[config.mk]
export PLATFORM = sky130hd
export DESIGN_NAME = dpgpio_top
export DESIGN_NICKNAME = d
export VERILOG_FILES = /design/src/logic/dpgpio_pkg.sv /design/src/logic/dpgpio_top.sv
export SDC_FILE = /design/constraint.sdc
export NUM_CORES = 1
export LEC_CHECK = 0
export BUFFER_PORTS_ARGS = -buffer_cell sky130_fd_sc_hd__buf_2
export CAP_MARGIN = 25
export CELL_PAD_IN_SITES_DETAIL_PLACEMENT = 1
export CELL_PAD_IN_SITES_GLOBAL_PLACEMENT = 1
export CORE_ASPECT_RATIO = 1.2
export CORE_MARGIN = 2
export CORE_UTILIZATION = 46
export DETAILED_ROUTE_END_ITERATION = 6
export GPL_ROUTABILITY_DRIVEN = 1
export GPL_TIMING_DRIVEN = 0
export PLACE_DENSITY = 0.82
export SLEW_MARGIN = 20
export SYNTH_ARGS = -nofsm -noshare
export SYNTH_HDL_FRONTEND = slang
export SYNTH_SLANG_ARGS = --single-unit
export TNS_END_PERCENT = 50
[constraint.sdc]
create_clock -name sys_clk -period 2.8 [get_ports sys_clk]
set_input_delay 0.14 -clock sys_clk [delete_from_list [all_inputs] [get_ports sys_clk]]
set_output_delay 0.14 -clock sys_clk [all_outputs]
set_load 0.03 [all_outputs]
[src/logic/dpgpio_pkg.sv]
// Constants, register map and carrier types of the dual port group GPIO
// Overview of operation
// - Each group has eight pins with out, in, enables and pull controls.
// - First group pins have edge select, interrupt enable, debounce enable.
// - Flags clear only on writing one; flag upper byte reads zero.
// - Mode bit clear gives pin to GPIO; set selects 2-bit function.
// - Function 1 routes to universal router; functions 2 and 3 unused.
// - Function 0: pins 0-3 feed timer external clock inputs.
// - Second group mode reads 0x0000, function reads 0xaaaa, writes ignored.
// - Second group keeps GPIO controls, edge interrupts, flags, debounce.
// - Every writable field clears to zero on system reset.
package dpgpio_pkg;
   localparam int ADDR_W = 6;
   localparam int DATA_W = 16;
   localparam int PINS = 8;
   // Register byte offsets, one aligned word each
   localparam logic [5:0] G1_DATA = 6'h00;
   localparam logic [5:0] G1_IOEN = 6'h04;
   localparam logic [5:0] G1_RCTL = 6'h08;
   localparam logic [5:0] G1_INTF = 6'h0c;
   localparam logic [5:0] G1_INTCTL = 6'h10;
   localparam logic [5:0] G1_CHAT = 6'h14;
   localparam logic [5:0] G1_MODE = 6'h18;
   localparam logic [5:0] G1_FUNC = 6'h1c;
   localparam logic [5:0] G2_DATA = 6'h20;
   localparam logic [5:0] G2_IOEN = 6'h24;
   localparam logic [5:0] G2_RCTL = 6'h28;
   localparam logic [5:0] G2_INTF = 6'h2c;
   localparam logic [5:0] G2_INTCTL = 6'h30;
   localparam logic [5:0] G2_CHAT = 6'h34;
   localparam logic [5:0] G2_MODE = 6'h38;
   localparam logic [5:0] G2_FUNC = 6'h3c;
   // Reset and fixed values
   localparam logic [15:0] RST_VAL = 16'h0000;
   localparam logic [15:0] G2_MODE_VAL = 16'h0000;
   localparam logic [15:0] G2_FUNC_VAL = 16'haaaa;
   // Function codes
   localparam logic [1:0] FN_TIMER = 2'h0;
   localparam logic [1:0] FN_ROUTER = 2'h1;
   // Debounce: input must be stable this many cycles
   localparam int DEB_CYC = 4;

   // Per-group control set
   typedef struct packed {
      logic [7:0] out_bits;
      logic [7:0] in_en;
      logic [7:0] out_en;
      logic [7:0] pull_dir;
      logic [7:0] pull_en;
      logic [7:0] edge_sel;
      logic [7:0] irq_en;
      logic [7:0] deb_en;
   } dpgpio_grp_s;

   // Pin-side outputs of one group
   typedef struct packed {
      logic [7:0] out;
      logic [7:0] oe;
      logic [7:0] ie;
      logic [7:0] pull_en;
      logic [7:0] pull_up;
   } dpgpio_pad_s;
endpackage : dpgpio_pkg

[src/logic/dpgpio_top.sv]
// Two port groups: registers, pin control, edge interrupts, peripheral routing
`timescale 1ns/100ps
module dpgpio_top #(
   parameter int DEB_CYC = dpgpio_pkg::DEB_CYC
) (
   input wire logic sys_clk,
   input wire logic srst,
   input wire logic [5:0] reg_addr,
   input wire logic [15:0] reg_wdata,
   input wire logic reg_wr,
   input wire logic reg_rd,
   output logic [15:0] reg_rdata,
   input wire logic [7:0] first_group_pin_in,
   input wire logic [7:0] second_group_pin_in,
   output dpgpio_pkg::dpgpio_pad_s first_group_pad,
   output dpgpio_pkg::dpgpio_pad_s second_group_pad,
   output logic [7:0] first_group_periph_sel,
   output logic [7:0] router_pin_sel,
   input wire logic [7:0] router_out,
   input wire logic [7:0] router_oe,
   output logic timer0_ext_clock_b,
   output logic timer1_ext_clock_b,
   output logic timer2_ext_clock_a,
   output logic timer2_ext_clock_b,
   output logic irq
);
   dpgpio_pkg::dpgpio_grp_s g_q [2];
   logic [7:0] flag_q [2];
   logic [7:0] mode_q;
   logic [15:0] func_q;
   logic [7:0] in_q [2];
   logic [7:0] filt_q [2];
   logic [7:0] prev_q [2];
   logic [7:0] raw [2];
   logic [15:0] rdata_d;
   logic [15:0] rdata_q;
   logic [15:0] ctl_rd [2][6];

   assign raw[0] = first_group_pin_in;
   assign raw[1] = second_group_pin_in;

   // Per-group logic repeated with one generate loop
   for (genvar g = 0; g < 2; g++) begin : grp
      localparam logic [5:0] BASE = g ? dpgpio_pkg::G2_DATA : 6'h00;
      logic wr_data, wr_ioen, wr_rctl, wr_intf, wr_intctl, wr_chat;
      logic [7:0] rise, fall, hit;
      assign wr_data = reg_wr && reg_addr == BASE + dpgpio_pkg::G1_DATA;
      assign wr_ioen = reg_wr && reg_addr == BASE + dpgpio_pkg::G1_IOEN;
      assign wr_rctl = reg_wr && reg_addr == BASE + dpgpio_pkg::G1_RCTL;
      assign wr_intf = reg_wr && reg_addr == BASE + dpgpio_pkg::G1_INTF;
      assign wr_intctl = reg_wr && reg_addr == BASE + dpgpio_pkg::G1_INTCTL;
      assign wr_chat = reg_wr && reg_addr == BASE + dpgpio_pkg::G1_CHAT;

      always_ff @(posedge sys_clk) begin
         if (srst) begin
            g_q[g] <= '0;
         end else begin
            if (wr_data) g_q[g].out_bits <= reg_wdata[15:8];
            if (wr_ioen) begin
               g_q[g].in_en <= reg_wdata[15:8];
               g_q[g].out_en <= reg_wdata[7:0];
            end
            if (wr_rctl) begin
               g_q[g].pull_dir <= reg_wdata[15:8];
               g_q[g].pull_en <= reg_wdata[7:0];
            end
            if (wr_intctl) begin
               g_q[g].edge_sel <= reg_wdata[15:8];
               g_q[g].irq_en <= reg_wdata[7:0];
            end
            if (wr_chat) g_q[g].deb_en <= reg_wdata[7:0];
         end
      end

      // Input sampled only while its input enable is set; else reads 0
      always_ff @(posedge sys_clk) begin
         if (srst) begin
            in_q[g] <= 8'h00;
         end else begin
            in_q[g] <= raw[g] & g_q[g].in_en;
         end
      end

      // Debounce per pin: follow input after DEB_CYC stable cycles
      for (genvar p = 0; p < 8; p++) begin : pin
         logic [3:0] cnt_q;
         always_ff @(posedge sys_clk) begin
            if (srst) begin
               cnt_q <= 4'h0;
               filt_q[g][p] <= 1'b0;
            end else if (!g_q[g].deb_en[p] || in_q[g][p] == filt_q[g][p]) begin
               cnt_q <= 4'h0;
               filt_q[g][p] <= in_q[g][p];
            end else if (cnt_q == 4'(DEB_CYC - 1)) begin
               cnt_q <= 4'h0;
               filt_q[g][p] <= in_q[g][p];
            end else begin
               cnt_q <= cnt_q + 4'h1;
            end
         end
      end

      // Edge memory of the filtered input
      always_ff @(posedge sys_clk) begin
         if (srst) prev_q[g] <= 8'h00;
         else prev_q[g] <= filt_q[g];
      end

      // edge select: 0 rising, 1 falling
      assign rise = filt_q[g] & ~prev_q[g];
      assign fall = ~filt_q[g] & prev_q[g];
      assign hit = (rise & ~g_q[g].edge_sel) | (fall & g_q[g].edge_sel);

      always_ff @(posedge sys_clk) begin
         if (srst) flag_q[g] <= 8'h00;
         else if (wr_intf) flag_q[g] <= (flag_q[g] & ~reg_wdata[7:0]) | hit;
         else flag_q[g] <= flag_q[g] | hit;
      end

      assign ctl_rd[g][0] = {g_q[g].out_bits, in_q[g]};
      assign ctl_rd[g][1] = {g_q[g].in_en, g_q[g].out_en};
      assign ctl_rd[g][2] = {g_q[g].pull_dir, g_q[g].pull_en};
      assign ctl_rd[g][3] = {8'h00, flag_q[g]};
      assign ctl_rd[g][4] = {g_q[g].edge_sel, g_q[g].irq_en};
      assign ctl_rd[g][5] = {8'h00, g_q[g].deb_en};
   end

   // mode and function selectors of first group
   always_ff @(posedge sys_clk) begin
      if (srst) begin
         mode_q <= 8'h00;
         func_q <= dpgpio_pkg::RST_VAL;
      end else begin
         if (reg_wr && reg_addr == dpgpio_pkg::G1_MODE) mode_q <= reg_wdata[7:0];
         if (reg_wr && reg_addr == dpgpio_pkg::G1_FUNC) func_q <= reg_wdata;
      end
   end

   // per-pin routing of first group
   // Whole pad struct is built here so it has one driving process
   always_comb begin
      first_group_periph_sel = 8'h00;
      router_pin_sel = 8'h00;
      first_group_pad.out = g_q[0].out_bits;
      first_group_pad.oe = g_q[0].out_en;
      first_group_pad.ie = g_q[0].in_en;
      first_group_pad.pull_en = g_q[0].pull_en;
      first_group_pad.pull_up = g_q[0].pull_dir;
      for (int p = 0; p < 8; p++) begin
         if (mode_q[p]) begin
            first_group_periph_sel[p] = 1'b1;
            first_group_pad.oe[p] = 1'b0;
            first_group_pad.out[p] = 1'b0;
            if (func_q[2*p +: 2] == dpgpio_pkg::FN_ROUTER) begin
               router_pin_sel[p] = 1'b1;
               first_group_pad.out[p] = router_out[p];
               first_group_pad.oe[p] = router_oe[p];
            end
         end
      end
   end
   assign second_group_pad.out = g_q[1].out_bits;
   assign second_group_pad.oe = g_q[1].out_en;
   assign second_group_pad.ie = g_q[1].in_en;
   assign second_group_pad.pull_en = g_q[1].pull_en;
   assign second_group_pad.pull_up = g_q[1].pull_dir;

   // timer clock inputs on function 0, raw pin level
   always_comb begin
      logic [3:0] t;
      t = 4'h0;
      for (int p = 0; p < 4; p++) begin
         t[p] = mode_q[p] && func_q[2*p +: 2] == dpgpio_pkg::FN_TIMER
                && first_group_pin_in[p];
      end
      timer0_ext_clock_b = t[0];
      timer1_ext_clock_b = t[1];
      timer2_ext_clock_a = t[2];
      timer2_ext_clock_b = t[3];
   end

   // request while flag and enable set
   assign irq = |(flag_q[0] & g_q[0].irq_en) | |(flag_q[1] & g_q[1].irq_en);

   // Read mux; unmapped addresses read zero
   always_comb begin
      rdata_d = 16'h0000;
      case (reg_addr)
         dpgpio_pkg::G1_MODE: rdata_d = {8'h00, mode_q};
         dpgpio_pkg::G1_FUNC: rdata_d = func_q;
         dpgpio_pkg::G2_MODE: rdata_d = dpgpio_pkg::G2_MODE_VAL;
         dpgpio_pkg::G2_FUNC: rdata_d = dpgpio_pkg::G2_FUNC_VAL;
         default: begin
            if (reg_addr[1:0] == 2'b00 && reg_addr[4:2] < 3'h6) begin
               rdata_d = ctl_rd[reg_addr[5]][reg_addr[4:2]];
            end
         end
      endcase
   end

   // Read data one cycle after the strobe, only then
   always_ff @(posedge sys_clk) begin
      if (srst) rdata_q <= 16'h0000;
      else if (reg_rd) rdata_q <= rdata_d;
      else rdata_q <= 16'h0000;
   end
   assign reg_rdata = rdata_q;
endmodule : dpgpio_top

==> out/results.tsv, run 1 <==
metric	value	unit
result of the run	completed	
capturing element of the worst setup path	g_q[0][36]$_SDFFCE_PN0P_	
Final Critical Period	2134	ps
Worst setup EP type	flip-flop	
antenna-violating nets left	0	
Total Negative Setup Slacks	0	ps
worst rel slew slack	22.53	%
worst-case register-to-register setup slack	900	ps
summed instance area of the synthesized netlist	13690	µm²
Int Pwr	0.007223	W
total length of routed wires	48870	µm
PwrDens	593.1	nW/µm²
Via density	5.817	
grt ovf	0	
total design power	0.009716	W
initial standard-cell utilization of the core	46.51	%
final count of pins violating max slew	0	
largest clock skew in the final design	14.31	ps
worst slew pin tran	1162	ps
root buffer cell	clkbuf_16	
cell area after placement	15160	µm²
highest-count cells in the layout ignoring fill and taps	183 x buf_2, 160 x edfxtp_1, 136 x dfxtp_1	
library cell contributing the largest single delay on the critical path	nand2b_1	
Seq/Total Area, Yosys	54.97	%
H-tree levels	1	
source of the worst register-to-register timing path	g_q[0][19]$_SDFFCE_PN0P_	
critical path cell sequence	buf_2 > buf_2 > buf_2 > clkbuf_1 > nand2b_1	
weighted congestion at the end of routability-driven global placement	0.9352	
number of flops mapped to enable cells by yosys	160	
Crit. Startpoint	srst	
cells after synthesis	1260	
count of synthesis-stage warnings from yosys	0	
launching element type of the critical path	input pin	
clock tree from TritonCTS	yes	
upper clock frequency limit	0.4687	GHz
height of the die	193	µm
via count	11215	
final hold slack	40.97	ps
top flip-flop cell by instance count after synthesis	edfxtp_1	
Chip Width	161.5	µm
sinks on the clock net	296	
layout cell share with drive strength beyond 1	24.01	%
required time worst endpoint	2960	ps
P_leak	6.591	nW
part of the total power dissipated in combinational logic	10.6	%
First DRT Iteration DRCs	819	
capture point of the worst reg-to-reg path	reg_rdata[11]$_SDFF_PP0_	
sum of net half-perimeters after detailed placement	35930	µm
detail-routed net length per standard cell	25.35	µm
number of distinct library cells after synthesis	58	
Fin. Hold Viols	0	
FP Rows	69	
clock buffer count from CTS	29	
full die area	31170	µm²
Worst path most repeated cell	buf_2	
clock slew at the register clock pins of the worst setup and hold paths	70	ps
path class of the lowest-slack min-delay path	in2reg	
most common cell after layout, fill and taps aside	buf_2	
R2R cell count	3	
maximum vdd ir drop	0.3899	mV
Final nets	1588	
share of power burned in registers	50.6	%
Maximum Capacitance Violations	0	
top cells by area in the synthesized netlist	edfxtp_1 35%, dfxtp_1 20%, buf_4 3.8%, mux2i_1 3.8%, and2_1 3.0%	
post-synthesis async set-or-reset flop share	0	%
area added between synthesis and finish	19.64	%
IO Count	175	
overall global routing resource usage	30.78	%
leading area contributor after synthesis	edfxtp_1	
final std cell area, no fill	16380	µm²
later-pin clock latency in the skew report	550	ps
number of synthesized register bits	296	
count of endpoints failing setup in the final report	0	
Avg Synthesized Cell Area	10.87	µm²
Crit path largest cell delay	950	ps
placeable core region	29440	µm²
setup repair after global routing missed its margin	no	
critical path arrival	2290	ps
number of port buffers	172	
Clock Path Buffers	3	
wire length of the first global-routing pass	71640	µm
proportion of total power due to net switching	25.66	%
type of the worst setup path	in2reg	
period utilization	76.20	%
final core occ	55.65	%
highest net fanout along the worst path	16	
number of global-route vias before repair	11795	
first-pass iteration count of the detailed router	5	
antenna violations before repair	1	
fraction of synthesized cell area taken by the top area cell type	35.09	%
DRC errors left	0	
pin count of the biggest net entering global routing	17	
count of cells resized by post-cts repair	0	
Switch Pwr	0.002493	W
clock network fraction of design power	38.7	%
==> through the flow <==
| step | cells | setup slack [ps] |
|---|---|---|
| final | 1928 | 666.3 |
| after global routing | 1928 | 656.8 |
| after CTS | 1925 | 700.0 |
| after detailed placement | 1841 | 190.8 |
| after global placement | 1837 | -343.2 |
| after floorplan | 1275 | 639.4 |
==> cell usage after synthesis, types with 5 or more instances <==
master / count
dfxtp_1: 136
and3_1: 5
nand3_1: 20
a22oi_1: 16
nor2_1: 106
or3b_2: 9
buf_4: 70
clkinv_1: 9
nand3b_1: 9
and3b_1: 27
a31oi_1: 9
a221oi_1: 20
nand2_1: 79
buf_2: 11
nor2b_1: 19
a21oi_1: 39
or2_2: 17
and2_1: 65
xnor2_1: 16
nor3_1: 69
xor2_1: 32
o21ai_0: 41
mux4_2: 8
buf_6: 9
inv_1: 49
o22ai_1: 16
mux2i_1: 52
o21bai_1: 8
nand2b_1: 5
buf_1: 5
mux2_2: 8
o311ai_0: 16
clkbuf_1: 38
ha_1: 16
edfxtp_1: 160
==> cell type report <==
| type | instances | area (µm²) |
|---|---|---|
| fillers | 3198 | 13060 |
| clock inverters | 3 | 18.77 |
| well taps | 390 | 488.0 |
| repair buffers | 208 | 1231 |
| clock buffers | 51 | 877.1 |
| plain buffers | 134 | 848.3 |
| flip-flops and latches | 296 | 7527 |
| multi-input cells | 787 | 5171 |
| diodes | 1 | 2.502 |
| inverters | 58 | 217.7 |
==> cell families (layout without fill, tap and decap cells) <==
group	Yosys count	after routing	synth area share, %
AOI/OAI and AO/OA	185	185	8.946
xor gates and xnor gates	48	48	3.070
adders and majority gates	16	16	1.462
buffers and inverters	192	454	7.785
DFF	296	296	54.97
muxes	72	72	6.104
other	1	17	0.02739
and+or+nand+nor	450	450	17.64
==> per-layer routing <==
metal / vias up / global-route usage (%) / wire length (µm)
li1: 4896 / - / -
met5: - / 0 / 0
met3: 179 / 4.706 / 3481
met1: 5533 / 34.40 / 17670
met2: 607 / 55.14 / 24220
met4: 0 / 19.51 / 3495
==> critical path, delay by kind of cell <==
family                 cells  cell delay [ps]
buffers and inverters      4             1190
and+or+nand+nor            1              950
==> flip-flops by register name (all words and copies together), names as in the netlist <==
| name | flops |
|---|---|
| flag_q | 16 |
| grp.pin.cnt_q | 64 |
| reg_rdata | 16 |
| mode_q | 8 |
| filt_q | 16 |
| in_q | 16 |
| g_q | 128 |
| prev_q | 16 |
| func_q | 16 |
==> worst min path at each step <==
stage	from	to	slack, ps	cells after the start
final	reg_wdata[9]	func_q[9]$_SDFFE_PP0P_	40	3
after global routing	reg_wdata[9]	func_q[9]$_SDFFE_PP0P_	10	3
after CTS	reg_wdata[11]	func_q[11]$_SDFFE_PP0P_	1	3
after detailed placement	second_group_pin_in[2]	in_q[1][2]$_SDFF_PP0_	370	3
after global placement	second_group_pin_in[2]	in_q[1][2]$_SDFF_PP0_	370	3
after floorplan	second_group_pin_in[0]	in_q[1][0]$_SDFF_PP0_	250	2
==> what timing repair did <==
action                    CTS  global route
buffers inserted            0             0
hold endpoints to repair   38             1
hold buffers               30             1
==> power by group through the flow <==
stage / combinational, W / clock [W] / sequential, W
floorplan: 0.000610 / 0 / 0.00491
global placement: 0.000930 / 0 / 0.00499
detailed placement: 0.000964 / 0 / 0.00500
CTS: 0.00101 / 0.00378 / 0.00491
global route: 0.00108 / 0.00394 / 0.00492
finish: 0.00103 / 0.00376 / 0.00492
(Power assumes the default switching activity.)
==> inputs of run 2 (changes only) <==
==> constraint.sdc (replaced) <==
create_clock -name sys_clk -period 2 [get_ports sys_clk]
set_input_delay 0.1 -clock sys_clk [delete_from_list [all_inputs] [get_ports sys_clk]]
set_output_delay 0.1 -clock sys_clk [all_outputs]
set_load 0.03 [all_outputs]
==> run 2 against run 1 <==
Effect of this change:
- sequential power rose by 40%
- non-clock buffer count grew 1
- via count grew 0.17%
- flip-flop and latch count unchanged
- sequential share of layout area decreased by 0.15 points
- die area is the same
- utilization is 0.18 points higher
- combinational power is 41% higher
- worst setup slack worse by 660 ps
- final area is 0.32% higher
- count of clock-buffer cells in the layout unchanged
==> out/results.tsv, run 2 (synthesized netlist as in run 1, its figures left out) <==
metric	value	unit	change
result of the run	completed		
antenna-violating nets left	0		unchanged
required time worst endpoint	2260	ps	-700 ps
via count	11234		+0.17%
placeable core region	29440	µm²	unchanged
IO Count	175		unchanged
FP Rows	69		unchanged
number of global-route vias before repair	11793		-0.017%
largest clock skew in the final design	14.92	ps	+0.6101 ps
worst rel slew slack	41.85	%	+19 points
clock buffer count from CTS	29		unchanged
final count of pins violating max slew	0		unchanged
clock network fraction of design power	38.7	%	about the same
root buffer cell	clkbuf_16		
type of the worst setup path	in2reg		
DRC errors left	0		unchanged
number of fillers in the final layout	3213		+0.47%
Chip Width	161.5	µm	unchanged
Largest regs	g_q: 128 flops, grp.pin.cnt_q: 64 flops		
proportion of total power due to net switching	25.69	%	+0.029 points
most common cell after layout, fill and taps aside	buf_2		
Int Pwr	0.01012	W	+40%
Via density	5.824		+0.12%
First DRT Iteration DRCs	834		+1.8%
Maximum Capacitance Violations	0		unchanged
wire length of the first global-routing pass	71990	µm	+0.49%
total length of routed wires	48900	µm	about the same
Fin. Hold Viols	0		unchanged
upper clock frequency limit	0.5011	GHz	
P_leak	6.616	nW	+0.38%
period utilization	99.77	%	
overall global routing resource usage	30.95	%	+0.17 points
path class of the lowest-slack min-delay path	in2reg		
Final nets	1589		+0.063%
launching element type of the critical path	input pin		
final std cell area, no fill	16430	µm²	+0.32%
clock slew at the register clock pins of the worst setup and hold paths	60	ps	about the same
height of the die	193	µm	unchanged
Worst setup EP type	flip-flop		
sinks on the clock net	296		unchanged
first-pass iteration count of the detailed router	5		unchanged
GR met3 Demand/Resource	4.834	%	+0.13 points
met2 routing resource usage after global routing	55.34	%	+0.20 points
H-tree levels	1		unchanged
pin count of the biggest net entering global routing	17		unchanged
PwrDens	828.4	nW/µm²	+40%
number of flip-flops in the largest register	128		unchanged
clock tree from TritonCTS	yes		
met1 track demand over resource in global routing	34.54	%	+0.14 points
later-pin clock latency in the skew report	560	ps	about the same
critical path arrival	2260	ps	-30 ps
worst slew pin tran	870.5	ps	-291.5 ps
antenna violations before repair	2		+1
highest net fanout along the worst path	10		-6
Final Critical Period	1995	ps	
setup repair after global routing missed its margin	yes		
busiest layer in global routing	met2		
number of port buffers	172		unchanged
Clock Path Buffers	3		unchanged
count of endpoints failing setup in the final report	0		unchanged
full die area	31170	µm²	unchanged
grt ovf	0		unchanged
cell area after placement	15160	µm²	unchanged
area added between synthesis and finish	20.02	%	
sum of net half-perimeters after detailed placement	35930	µm	unchanged
total design power	0.01361	W	+40%
weighted congestion at the end of routability-driven global placement	0.9352		unchanged
layout cell share with drive strength beyond 1	24.64	%	+0.63 points
highest-count cells in the layout ignoring fill and taps	182 x buf_2, 160 x edfxtp_1, 136 x dfxtp_1		
maximum vdd ir drop	0.5479	mV	+41%
part of the total power dissipated in combinational logic	10.7	%	about the same
most flop-heavy register	g_q		
detail-routed net length per standard cell	25.35	µm	about the same
share of power burned in registers	50.6	%	about the same
Switch Pwr	0.003497	W	+40%
initial standard-cell utilization of the core	46.51	%	unchanged
[run 2: cell types whose count changed in the layout (fill, tap and decap cells not counted), sizes merged]
cell         previous run  this run
dlygate4sd3            31        32
[run 2: stage by stage]
| stage | hold slack (ps) | utilization, % | instances | worst slack [ps] | setup TNS, ps |
|---|---|---|---|---|---|
| finish | 71.34 | 55.82 | 1929 | 4.518 | 0 |
| global route | 79.28 | 55.82 | 1929 | -25.89 | -25.89 |
| CTS | 42.30 | 55.71 | 1927 | -19.59 | -19.59 |
| detailed placement | 325.9 | 51.50 | 1841 | -569.2 | -67230 |
| global placement | 327.1 | 51.29 | 1837 | -1103 | -102350 |
| floorplan | 213.8 | - | 1275 | -120.6 | -4907 |
[run 2: layout make-up]
class                      count  area [µm²]  share of cell area (%)
timing repair buffer         209        1244                   7.568
buffer                       134       850.8                   5.177
sequential                   296        7527                   45.80
clock inverter                 3       18.77                  0.1142
antenna                        1       2.502                 0.01523
inverter                      58       217.7                   1.325
clock buffer                  51       877.1                   5.337
tap                          390       488.0                   2.969
multi-input combinational    787        5209                   31.69
[run 2: final timing paths]
kind / from / endpoint / slack, ps / cells past startpoint
min: srst / reg_rdata[1]$_SDFF_PP0_ / 70 / 3
max reg2reg: g_q[0][19]$_SDFFCE_PN0P_ / reg_rdata[11]$_SDFF_PP0_ / 100 / 3
max: srst / g_q[0][27]$_SDFFCE_PN0P_ / 5 / 6
min reg2reg: grp[1].pin[3].cnt_q[0]$_SDFF_PP0_ / grp[1].pin[3].cnt_q[0]$_SDFF_PP0_ / 450 / 1
[run 2: power groups by stage]
stage	combinational [W]	clock, W	sequential [W]
global placement	0.00130	0	0.00699
finish	0.00145	0.00527	0.00689
floorplan	0.000854	0	0.00688
CTS	0.00142	0.00529	0.00688
global route	0.00152	0.00552	0.00690
detailed placement	0.00135	0	0.00700
[run 2: worst max-delay path: stages]
cell and delay [ps]:
buf_2 100, buf_2 300, buf_2 400, clkbuf_1 550
clkbuf_1 620, nor3_1 160
[run 2: per-layer routing]
| layer | wire length, µm | part of all wire [%] |
|---|---|---|
| met5 | 13 | 0.027 |
| met4 | 3651 | 7.5 |
| met3 | 3822 | 7.8 |
| met2 | 24150 | 49 |
| met1 | 17260 | 35 |
[run 2: timing repair]
item	CTS	global route
hold buffers	32	0
gates cloned	0	0
pin swaps	1	1
setup buffers	0	1
hold endpoints to repair	40	0
setup endpoints to repair	18	36
resized for setup	6	7
==> inputs of run 3 (changes only) <==
--- a/config.mk
+++ b/config.mk
@@ -11,11 +11,11 @@
 export CELL_PAD_IN_SITES_GLOBAL_PLACEMENT = 1
 export CORE_ASPECT_RATIO = 1.2
 export CORE_MARGIN = 2
-export CORE_UTILIZATION = 46
+export CORE_UTILIZATION = 50
 export DETAILED_ROUTE_END_ITERATION = 6
 export GPL_ROUTABILITY_DRIVEN = 1
 export GPL_TIMING_DRIVEN = 0
-export PLACE_DENSITY = 0.82
+export PLACE_DENSITY = 0.88
 export SLEW_MARGIN = 20
 export SYNTH_ARGS = -nofsm -noshare
 export SYNTH_HDL_FRONTEND = slang
==> constraint.sdc (replaced) <==
create_clock -name sys_clk -period 2.6 [get_ports sys_clk]
set_input_delay 0.13 -clock sys_clk [delete_from_list [all_inputs] [get_ports sys_clk]]
set_output_delay 0.13 -clock sys_clk [all_outputs]
set_load 0.03 [all_outputs]
==> run 3 against run 2 <==
Effect of this change:
- utilization grew 4.7 points
- clock power shrank 17%
- register-to-register slack gained 650 ps
- critical path type unchanged
==> out/results.tsv, run 3 (synthesized netlist as in run 1, its figures left out) <==
metric	value	unit	change
critical path depth in cells	6		unchanged
height of the die	185.3	µm	-4.0%
Chip Width	155.1	µm	-4.0%
period utilization	88.26	%	
share of power burned in registers	49.0	%	-1.6 points
setup repair after global routing missed its margin	no		
final cell count without fillers	1874		-2.9%
critical path cell sequence	buf_2 > buf_2 > buf_2 > clkbuf_1 > clkbuf_1 > a21oi_1		
Int Pwr	0.007951	W	-21%
overall global routing resource usage	36.70	%	+5.8 points
source of the worst register-to-register timing path	in_q[1][3]$_SDFF_PP0_		
number of flip-flops in the largest register	128		unchanged
IO Count	175		unchanged
highest metal layer used by the detailed router	met4		
Fin. Hold Viols	0		unchanged
multi-input combinational cell area	5171	µm²	-0.72%
FP Rows	66		-4.3%
Via density	6.217		+6.7%
final count of pins violating max slew	0		unchanged
PwrDens	662.9	nW/µm²	-20%
placed cells	1790		-2.8%
clock buffer count from CTS	29		unchanged
worst-case register-to-register setup slack	750	ps	+650 ps
clock slew at the register clock pins of the worst setup and hold paths	70	ps	about the same
area taken by flip-flops and latches	7527	µm²	unchanged
via count	11650		+3.7%
Worst path most repeated cell	buf_2		
capture point of the worst reg-to-reg path	reg_rdata[3]$_SDFF_PP0_		
full die area	28730	µm²	-7.8%
clock tree from TritonCTS	yes		
Final Critical Period	2295	ps	
dominant delay contributor by cell family on the critical path	buffers and inverters		
weighted congestion at the end of routability-driven global placement	0.9729		+4.0%
detail-routed net length per standard cell	28.24	µm	+11%
antenna violations before repair	1		-1
total length of routed wires	52930	µm	+8.2%
most flop-heavy register	g_q		
P_leak	6.588	nW	-0.42%
part of the total power dissipated in combinational logic	10.5	%	-0.2 points
required time worst endpoint	2840	ps	+580 ps
library cell contributing the largest single delay on the critical path	clkbuf_1		
highest net fanout along the worst path	10		unchanged
Final nets	1585		-0.25%
cell area after placement	15090	µm²	-0.46%
layout cell share with drive strength beyond 1	23.87	%	-0.77 points
detailed-routing wirelength on met1	17770	µm	+2.9%
highest-count cells in the layout ignoring fill and taps	183 x buf_2, 160 x edfxtp_1, 136 x dfxtp_1		
result of the run	completed		
H-tree levels	1		unchanged
placeable core region	27000	µm²	-8.3%
type of the worst setup path	in2reg		
Clock Path Buffers	3		unchanged
initial standard-cell utilization of the core	50.71	%	+4.2 points
count of endpoints failing setup in the final report	0		unchanged
antenna-violating nets left	0		unchanged
Crit path largest cell delay	730	ps	+110 ps
grt ovf	0		unchanged
clock network fraction of design power	40.5	%	+1.8 points
wire length of the first global-routing pass	77580	µm	+7.8%
proportion of total power due to net switching	26.55	%	+0.87 points
Largest regs	g_q: 128 flops, grp.pin.cnt_q: 64 flops		
total length of routed met2 wires	25320	µm	+4.8%
met3 wire len	5022	µm	+31%
worst path buffer plus inverter count	5		unchanged
Maximum Capacitance Violations	0		unchanged
worst path setup slack after routing	305.1	ps	+300.6 ps
number of global-route vias before repair	12253		+3.9%
number of fillers in the final layout	2927		-8.9%
most common cell after layout, fill and taps aside	buf_2		
launching element type of the critical path	input pin		
Worst setup EP type	flip-flop		
capturing element of the worst setup path	flag_q[1][3]$_SDFFCE_PN0P_		
worst rel slew slack	28.30	%	-14 points
post-CTS setup-driven buffer insertion count	0		unchanged
sum of net half-perimeters after detailed placement	36060	µm	+0.35%
critical path arrival	2540	ps	+280 ps
Total Negative Setup Slacks	0	ps	unchanged
worst setup slack after placement	53.40	ps	+622.6 ps
maximum vdd ir drop	0.4104	mV	-25%
pin count of the biggest net entering global routing	17		unchanged
DRC errors left	0		unchanged
first-pass iteration count of the detailed router	5		unchanged
Crit. Startpoint	srst		
worst slew pin tran	1075	ps	+205.0 ps
First DRT Iteration DRCs	1256		+51%
later-pin clock latency in the skew report	560	ps	about the same
number of port buffers	172		unchanged
upper clock frequency limit	0.4358	GHz	
area added between synthesis and finish	19.27	%	
largest clock skew in the final design	20.82	ps	+5.902 ps
path class of the lowest-slack min-delay path	in2reg		
root buffer cell	clkbuf_16		
Switch Pwr	0.002874	W	-18%
sinks on the clock net	296		unchanged
R2R cell count	4		+1
final std cell area, no fill	16330	µm²	-0.62%
==> run 3: worst min-delay path by stage <==
stage | start | end | slack, ps | cells past startpoint
floorplan | second_group_pin_in[0] | in_q[1][0]$_SDFF_PP0_ | 240 | 2
global placement | second_group_pin_in[2] | in_q[1][2]$_SDFF_PP0_ | 370 | 3
detailed placement | second_group_pin_in[2] | in_q[1][2]$_SDFF_PP0_ | 370 | 3
CTS | first_group_pin_in[4] | in_q[0][4]$_SDFF_PP0_ | 7 | 3
global route | first_group_pin_in[3] | in_q[0][3]$_SDFF_PP0_ | 20 | 3
finish | reg_wdata[9] | func_q[9]$_SDFFE_PP0P_ | 30 | 3
==> run 3: through the flow <==
step,total power [W],hold WS [ps],util (%)
2_1_floorplan,0.005946,243.8,-
3_3_place_gp,0.006371,366.5,55.68
3_5_place_dp,0.006418,367.8,55.89
4_1_cts,0.01068,6.693,60.43
5_1_grt,0.01102,22.26,60.48
6_report,0.01083,27.49,60.48
==> run 3: repair_timing <==
action | CTS | global route
hold endpoints to repair | 37 | 1
hold buffers | 29 | 1
gates resized for setup | 0 | 0
==> run 3: worst min-delay path, delay by kind of cell <==
family,cells,cell delay (ps)
and+or+nand+nor,1,130
buffers and inverters,1,210
AOI/OAI and AO/OA,1,70
==> run 3: final cells by class <==
cell class	instances	area share, %
Clock buffer	43	4.949
Buffer	134	5.194
Inverter	58	1.333
Tap cell	340	2.605
Clock inverter	10	0.7891
Timing Repair Buffer	205	7.362
Sequential cell	296	46.09
Multi-Input combinational cell	787	31.66
Antenna cell	1	0.01532
==> run 3: power groups by stage <==
stage	clock network [W]	registers, W	logic (W)
detailed placement	0	0.00538	0.00103
floorplan	0	0.00529	0.000657
global placement	0	0.00537	0.000996
CTS	0.00430	0.00529	0.00109
finish	0.00438	0.00531	0.00114
global route	0.00453	0.00531	0.00118
==> run 3: per-layer routing <==
metal  GRT usage [%]  vias up
li1                -     4895
met1           40.56     5608
met2           62.60      871
met3           7.019      276
met4           28.04        0
met5               0        -
